File: src/hw/rmv_pkg.sv
package rmv_pkg;
  localparam int ADDR_W = 24;
  localparam int MODE_W = 4;
  localparam int SRC_W = 3;
  localparam int PRI_W = 2;
  localparam int LOW_W = 8;
  localparam int NUM_SRC = 5;
  localparam logic [ADDR_W-1:0] VBASE_RESET = 24'h000000;
  localparam logic [LOW_W-1:0] VBASE_LOW_ZERO = 8'h00;
  localparam logic [MODE_W-1:0] MODE_RESET = 4'h0;
  // Source codes into the vector table
  localparam logic [SRC_W-1:0] SRC_RESET = 3'h0;
  localparam logic [SRC_W-1:0] SRC_STACK = 3'h1;
  localparam logic [SRC_W-1:0] SRC_ILLEGAL = 3'h2;
  localparam logic [SRC_W-1:0] SRC_DEBUG = 3'h3;
  localparam logic [SRC_W-1:0] SRC_TRAP = 3'h4;
  localparam logic [LOW_W-1:0] OFS_RESET = 8'h00;
  localparam logic [LOW_W-1:0] OFS_STACK = 8'h02;
  localparam logic [LOW_W-1:0] OFS_ILLEGAL = 8'h04;
  localparam logic [LOW_W-1:0] OFS_DEBUG = 8'h06;
  localparam logic [LOW_W-1:0] OFS_TRAP = 8'h08;
  localparam logic [LOW_W-1:0] OFS_SECOND = 8'h01;
  localparam logic [PRI_W-1:0] PRI_EXC = 2'h3;
  localparam logic [PRI_W-1:0] PRI_NONE = 2'h0;
  localparam logic [2:0] LOW3_BYTE = 3'h1;
  localparam logic [2:0] LOW3_SCI = 3'h2;
  localparam int HOST_BIT = 2;
  localparam logic [2:0] LOW3_EXP = 3'h0;
  localparam logic [1:0] STYLE_NONE = 2'h0;
  // Positions of the four mode bits in the mode register
  localparam int BIT_D = 3;
  localparam int BIT_C = 2;
  localparam int BIT_B = 1;
  localparam int BIT_A = 0;
  typedef enum logic [2:0] {
    RMV_BOOT_EXPANDED, RMV_BOOT_BYTE, RMV_BOOT_SERIAL, RMV_BOOT_HOST,
    RMV_BOOT_NONE
  } rmv_boot_t;
endpackage

File: src/hw/rmv_top.sv
// Operation
// - On reset release, copy the four mode pins into the mode register.
// - Low mode bits 001 select byte-wide memory boot; top bit ignored.
// - Low mode bits 100 to 111 select host-port boot, four bus styles.
// - 24-bit vector base, read/write; low eight bits read zero always.
// - Vector base gives each source a two-word slot: vector and next.
// - Interrupt logic uses base implicitly; control moves read/write it.
// - Offsets 00,02,04,06,08 for reset,stack,illegal,debug,trap; level 3.
module rmv_top (
  input wire logic mclk, // Core clock
  input wire logic rst, // Async reset, high
  input wire logic [rmv_pkg::MODE_W-1:0] boot_select_pins, // Mode pins d..a
  input wire logic ctl_wr, // Control move write to vector base
  input wire logic [rmv_pkg::ADDR_W-1:0] ctl_wdata, // Control move data
  output logic [rmv_pkg::ADDR_W-1:0] ctl_rdata, // Vector base readback
  input wire logic exc_req, // Sequencer asks for a vector fetch
  input wire logic [rmv_pkg::SRC_W-1:0] exc_src, // Source of the request
  input wire logic exc_second, // Fetch the word after the vector
  output logic [rmv_pkg::ADDR_W-1:0] vec_addr, // Registered fetch address
  output logic [rmv_pkg::PRI_W-1:0] vec_level, // Registered priority
  output logic vec_valid, // One-cycle pulse with address
  output logic [rmv_pkg::MODE_W-1:0] operating_mode_reg, // Captured mode
  output logic mode_bit_d, // Mode bit d
  output logic mode_bit_c, // Mode bit c
  output logic mode_bit_b, // Mode bit b
  output logic mode_bit_a, // Mode bit a
  output rmv_pkg::rmv_boot_t boot_kind, // Decoded boot source
  output logic [1:0] host_bus_style // Host bus style, modes 4..7 and 12..15
);
  // ****************************************
  // Mode capture
  // ****************************************
  logic [rmv_pkg::MODE_W-1:0] mode_r;
  logic rst_seen_r;

  // Async reset cannot load a pin value, so the pins are taken on the
  // first clock after release; later pin changes never reach the mode.
  wire capture = !rst_seen_r;

  always_ff @(posedge mclk or posedge rst) begin
    if (rst) begin
      rst_seen_r <= 1'b0;
    end else begin
      rst_seen_r <= 1'b1;
    end
  end

  always_ff @(posedge mclk or posedge rst) begin
    if (rst) begin
      mode_r <= rmv_pkg::MODE_RESET;
    end else if (capture) begin
      mode_r <= boot_select_pins;
    end
  end

  // ****************************************
  // Mode outputs
  // ****************************************
  // Mode bits are plain taps of the register, with no extra delay.
  assign operating_mode_reg = mode_r;
  assign mode_bit_d = mode_r[rmv_pkg::BIT_D];
  assign mode_bit_c = mode_r[rmv_pkg::BIT_C];
  assign mode_bit_b = mode_r[rmv_pkg::BIT_B];
  assign mode_bit_a = mode_r[rmv_pkg::BIT_A];

  // ****************************************
  // Boot decode
  // ****************************************
  // The pins are decoded, not the mode register, so the boot source and
  // bus style load on the capture edge and come straight from flops.
  // The top mode bit takes no part in any boot choice.
  wire [rmv_pkg::HOST_BIT:0] pin_low3 =
    boot_select_pins[rmv_pkg::HOST_BIT:0];
  wire is_host = pin_low3[rmv_pkg::HOST_BIT];
  wire is_byte = (pin_low3 == rmv_pkg::LOW3_BYTE);
  wire is_sci = (pin_low3 == rmv_pkg::LOW3_SCI);
  wire is_exp = (pin_low3 == rmv_pkg::LOW3_EXP);
  wire [rmv_pkg::HOST_BIT-1:0] style_nxt =
    is_host ? pin_low3[rmv_pkg::HOST_BIT-1:0] : rmv_pkg::STYLE_NONE;

  rmv_pkg::rmv_boot_t boot_nxt;

  // Low bits 011 have no boot meaning here and report no boot source.
  always_comb begin
    if (is_host) begin
      boot_nxt = rmv_pkg::RMV_BOOT_HOST;
    end else if (is_byte) begin
      boot_nxt = rmv_pkg::RMV_BOOT_BYTE;
    end else if (is_sci) begin
      boot_nxt = rmv_pkg::RMV_BOOT_SERIAL;
    end else if (is_exp) begin
      boot_nxt = rmv_pkg::RMV_BOOT_EXPANDED;
    end else begin
      boot_nxt = rmv_pkg::RMV_BOOT_NONE;
    end
  end

  // ****************************************
  // Boot registers
  // ****************************************
  rmv_pkg::rmv_boot_t boot_r;
  logic [rmv_pkg::HOST_BIT-1:0] style_r;

  // Reset values match a mode register of zero: expanded, no style.
  always_ff @(posedge mclk or posedge rst) begin
    if (rst) begin
      boot_r <= rmv_pkg::RMV_BOOT_EXPANDED;
    end else if (capture) begin
      boot_r <= boot_nxt;
    end
  end

  always_ff @(posedge mclk or posedge rst) begin
    if (rst) begin
      style_r <= rmv_pkg::STYLE_NONE;
    end else if (capture) begin
      style_r <= style_nxt;
    end
  end

  assign boot_kind = boot_r;
  assign host_bus_style = style_r;

  // ****************************************
  // Vector base register
  // ****************************************
  // Bits below the byte boundary are tied low at the register input, so
  // neither a write nor a reset can leave one of them set.
  logic [rmv_pkg::ADDR_W-1:0] vbase_r;
  wire [rmv_pkg::ADDR_W-1:0] vbase_nxt;

  for (genvar b = 0; b < rmv_pkg::ADDR_W; b++) begin : g_vbase
    if (b < rmv_pkg::LOW_W) begin : g_low
      assign vbase_nxt[b] = rmv_pkg::VBASE_LOW_ZERO[b];
    end else begin : g_high
      assign vbase_nxt[b] = ctl_wdata[b];
    end
  end

  always_ff @(posedge mclk or posedge rst) begin
    if (rst) begin
      vbase_r <= rmv_pkg::VBASE_RESET;
    end else if (ctl_wr) begin
      vbase_r <= vbase_nxt;
    end
  end

  // ****************************************
  // Vector base readback
  // ****************************************
  // Reads return the register itself, so readback never lags a write.
  assign ctl_rdata = vbase_r;

  // ****************************************
  // Vector slot
  // ****************************************
  logic [rmv_pkg::LOW_W-1:0] ofs;
  logic [rmv_pkg::PRI_W-1:0] lvl;
  logic src_known;

  // Unmapped source codes come back with known low and are refused.
  rmv_vec_table u_tab (
    .src(exc_src),
    .offset(ofs),
    .level(lvl),
    .known(src_known)
  );

  // Second word sits at offset+1; offsets are even so OR never carries
  wire [rmv_pkg::LOW_W-1:0] slot_ofs =
    exc_second ? (ofs | rmv_pkg::OFS_SECOND) : ofs;
  // Fetch address: base upper bits with the slot offset below them.
  wire [rmv_pkg::ADDR_W-rmv_pkg::LOW_W-1:0] vbase_hi =
    vbase_r[rmv_pkg::ADDR_W-1:rmv_pkg::LOW_W];
  wire [rmv_pkg::ADDR_W-1:0] addr_nxt =
    {vbase_hi, slot_ofs};

  // A request taken in the same cycle as a base write still uses the old
  // base; the new one is seen from the following cycle on.
  wire take = exc_req && src_known;

  // ****************************************
  // Vector outputs
  // ****************************************
  logic [rmv_pkg::ADDR_W-1:0] vec_addr_r;
  logic [rmv_pkg::PRI_W-1:0] vec_level_r;
  logic vec_valid_r;

  // Valid is a one-cycle pulse; a held request gives one per edge.
  always_ff @(posedge mclk or posedge rst) begin
    if (rst) begin
      vec_valid_r <= 1'b0;
    end else begin
      vec_valid_r <= take;
    end
  end

  // Refused sources leave address and level as they were; only the
  // pulse is withheld.
  always_ff @(posedge mclk or posedge rst) begin
    if (rst) begin
      vec_addr_r <= rmv_pkg::VBASE_RESET;
    end else if (take) begin
      vec_addr_r <= addr_nxt;
    end
  end

  // Level comes from the table, so a graded source needs no change here.
  always_ff @(posedge mclk or posedge rst) begin
    if (rst) begin
      vec_level_r <= rmv_pkg::PRI_NONE;
    end else if (take) begin
      vec_level_r <= lvl;
    end
  end

  assign vec_addr = vec_addr_r;
  assign vec_level = vec_level_r;
  assign vec_valid = vec_valid_r;
endmodule

File: src/hw/rmv_vec_table.sv
module rmv_vec_table (
  input wire logic [rmv_pkg::SRC_W-1:0] src, // Exception source code
  output logic [rmv_pkg::LOW_W-1:0] offset, // Offset from vector base
  output logic [rmv_pkg::PRI_W-1:0] level, // Priority level
  output logic known // Source code is mapped
);
  always_comb begin
    offset = rmv_pkg::OFS_RESET;
    level = rmv_pkg::PRI_EXC;
    known = 1'b1;
    case (src)
      rmv_pkg::SRC_RESET: offset = rmv_pkg::OFS_RESET;
      rmv_pkg::SRC_STACK: offset = rmv_pkg::OFS_STACK;
      rmv_pkg::SRC_ILLEGAL: offset = rmv_pkg::OFS_ILLEGAL;
      rmv_pkg::SRC_DEBUG: offset = rmv_pkg::OFS_DEBUG;
      rmv_pkg::SRC_TRAP: offset = rmv_pkg::OFS_TRAP;
      default: begin
        level = rmv_pkg::PRI_NONE;
        known = 1'b0;
      end
    endcase
  end
endmodule

File: config.mk
export PLATFORM = sky130hd
export DESIGN_NAME = rmv_top
export DESIGN_NICKNAME = d
export VERILOG_FILES = /design/src/hw/rmv_pkg.sv /design/src/hw/rmv_top.sv /design/src/hw/rmv_vec_table.sv
export SDC_FILE = /design/constraint.sdc
export NUM_CORES = 1
export LEC_CHECK = 0
export BUFFER_PORTS_ARGS = -buffer_cell sky130_fd_sc_hd__buf_2
export CAP_MARGIN = 20
export CORE_MARGIN = 5
export CORE_UTILIZATION = 40
export DETAILED_ROUTE_END_ITERATION = 10
export GPL_ROUTABILITY_DRIVEN = 0
export HOLD_SLACK_MARGIN = 0.15
export PLACE_DENSITY = 0.72
export SETUP_SLACK_MARGIN = 0.02
export SLEW_MARGIN = 0
export SYNTH_ARGS = -nofsm -noshare
export SYNTH_HDL_FRONTEND = slang
export SYNTH_SLANG_ARGS = --single-unit
export TNS_END_PERCENT = 1
File: constraint.sdc
create_clock -name mclk -period 1.6 [get_ports mclk]
set_input_delay 0.08 -clock mclk [delete_from_list [all_inputs] [get_ports mclk]]
set_output_delay 0.08 -clock mclk [all_outputs]
set_load 0.05 [all_outputs]
==> impl_metrics.yaml <==
run_status:
  status: "complete, no violations"
synthesis:
  synth_top_area_share_pct: 52.5
  yosysWarnings: 0
  synthTopCellsByCount: "48 x dfrtp_1, 26 x o211ai_1, 25 x nand2_1, 19 x nand2b_1, 18 x buf_4"
  synth_top_area_cell: "dfrtp_1"
  synth_area_sq_um: 2290
  yosysUniqueCellTypes: 23
  ys_top_cells_by_area: "dfrtp_1 53%, o211ai_1 8.5%, buf_4 5.9%"
  synth-main-ff-cell: "dfrtp_1"
  synth_most_common_cell: "dfrtp_1"
  synth-seq-cells: 48
  synth.avg_cell_area_sq_um: 11.5
  syn_inst: 199
  synth-edff-count: 0
  async_flop_share_pct: 100
  seq_area_frac_synth_pct: 52.5
global_routing:
  grt_usage_pct: 15.2
  grt_pass1_vias: 1734
  grt_max_degree: 26
  grt_overflow: 0
  grt_pass1_wl_um: 8900
  antenna_found_initial: 0
timing:
  period_share_pct: 92.4
  finalMaxSlewViolations: 0
  tightest_slew_ns: 0.909
  slew_headroom_pct: 39.4
  rsz0062_at_grt: "false"
  setup_tns_ns: 0
  max_freq_mhz: 676
  final-setup-viol-count: 0
  finalHoldViolCount: 0
  fin_crit_ns: 1.48
  fin_skew_ns: 0.0115
power_and_ir_drop:
  leakagePower_nw: 1.39
  worst_ir_drop_vdd_mv: 0.533
  p_total_mw: 3.45
  power-per-cell-area_nw_per_um2: 1160
worst_setup_path:
  startpoint_type: "flip-flop"
  worstSetupStartpoint: "rst_seen_r"
  setup.worst_path.end_class: "flip-flop"
  critPathArrivalTime_ns: 1.71
  crit_required_ns: 1.83
  cp_max_fo: 14
  worstSetupPathType: "reg2reg"
  timing.rr.start: "rst_seen_r"
drt:
  drc: 0
  wl_per_cell_um: 14.7
  firstDrtPassIters: 4
  routed-via-count: 1772
  routed_wl_um: 5380
  drt-initial-drc-count: 49
  ant_nets: 0
  vias_per_cell: 4.84
layout:
  finalNetCount: 329
  synthToLayoutAreaGrowth_pct: 29.8
  fill_cells: 490
  largest_reg_flops: 20
  drive_above_1_share_pct: 38.8
  final_core_util_pct: 53.6
  diodes: 0
cts:
  cts_max_path_buffers: 2
  postCtsSetupRepairBufs: 0
  clk_pin_slew_ns: 0.08
  clock_latency_ns: 0.29
  clockRootBuffer: "clkbuf_8"
  cts_buffers: 5
  ctsHtreeMaxLevel: 2
  cts_tree: "built"
  clock_sinks: 48
die:
  die_w_um: 85.6
  core_area_sq_um: 5540
  initial_core_util_pct: 41.3
  rows: 27
  ioPinCount: 100
  chipHeight_um: 85.6
  die_area_sq_um: 7330
job:
  maxCapViolCount: 0
worst_hold_path:
  hp-class: "in2reg"
  hold_start: "exc_req"
place:
  portBuffers: 79
  place_hpwl_um: 3690
==> area by class of cell <==
class / count / area (sq um) / share of cell area (%)
Timing Repair Buffer: 108 / 671 / 22.6
Clock inverter: 1 / 7.51 / 0.253
Clock buffer: 7 / 86.3 / 2.91
Inverter: 2 / 7.51 / 0.253
Multi-Input combinational cell: 128 / 906 / 30.5
Tap cell: 72 / 90.1 / 3.03
Sequential cell: 48 / 1200 / 40.5
==> per-stage QoR <==
stage	worst slack (ns)	cell area (sq um)	hold WS, ns	std cells
2_1_floorplan	0.376	2330	0.176	210
3_3_place_gp	0.308	2640	0.0401	335
3_5_place_dp	0.276	2640	0.0415	335
4_1_cts	0.159	2960	0.170	366
5_1_grt	0.0381	2970	0.200	366
6_report	0.122	2970	0.178	366
==> worst max-delay path, stage by stage, from the launching register on <==
cell,delay (ns)
dfrtp_1,0.54
o31ai_2,0.28
dlygate4sd3_1,0.59
==> layout by cell type, fill, tap and decap left out, types with 2 or more instances in the layout <==
cell type	instances
conb_1	13
nor2b_1	5
mux2_1	8
o211ai_1	26
o31a_1	2
clkbuf_8	6
dlygate4sd3_1	23
o21ai_0	2
dfrtp_1	48
buf_2	79
nand2_1	25
nand2b_1	19
o211ai_2	8
mux2_2	12
buf_4	6
a2bb2oi_1	2
==> layer usage <==
layer	GRT usage [%]	wire [um]	up-vias	share of wire, %
li1	-	-	851	-
met1	19.1	2260	861	42
met2	25.6	2730	58	51
met3	3.84	356	2	6.6
met4	4.75	41	0	0.76
met5	0	0	-	0
==> worst paths after layout <==
| check | depth (start not counted) | slack, ns | end |
|---|---|---|---|
| max | 2 | 0.12 | boot_kind[2] |
| min | 3 | 0.18 | vec_addr[0] |
| max reg2reg | 2 | 0.12 | boot_kind[2] |
| min reg2reg | 1 | 0.49 | vec_addr[3] |
| max in group asynchronous | 4 | 0.73 | vec_addr[21] |
| min in group asynchronous | 3 | 0.27 | ctl_rdata[9] |
==> power by group <==
| part | internal, mW | switching, mW |
|---|---|---|
| Sequential | 1.37 | 0.117 |
| Clock | 0.352 | 0.389 |
| Combinational | 0.322 | 0.903 |
| Total | 2.04 | 1.41 |
==> cells by family (layout without fill, tap and decap cells) <==
| group | after synthesis | count (layout) | synth area share, % |
|---|---|---|---|
| AOI/OAI and AO/OA | 44 | 44 | 16.2 |
| DFF | 48 | 48 | 52.5 |
| other | 2 | 13 | 0.328 |
| muxes | 20 | 20 | 9.85 |
| and+or+nand+nor | 51 | 51 | 11.2 |
| buffers and inverters | 34 | 118 | 9.90 |
==> repair_timing <==
action / 4_1_cts / 5_1_grt
hold endpoints to repair: 74 / 0
endpoints found under the setup margin: 0 / 1
hold buffers: 23 / 0
resized for setup: 0 / 1
Note: power is estimated with default switching activity, not from simulation.
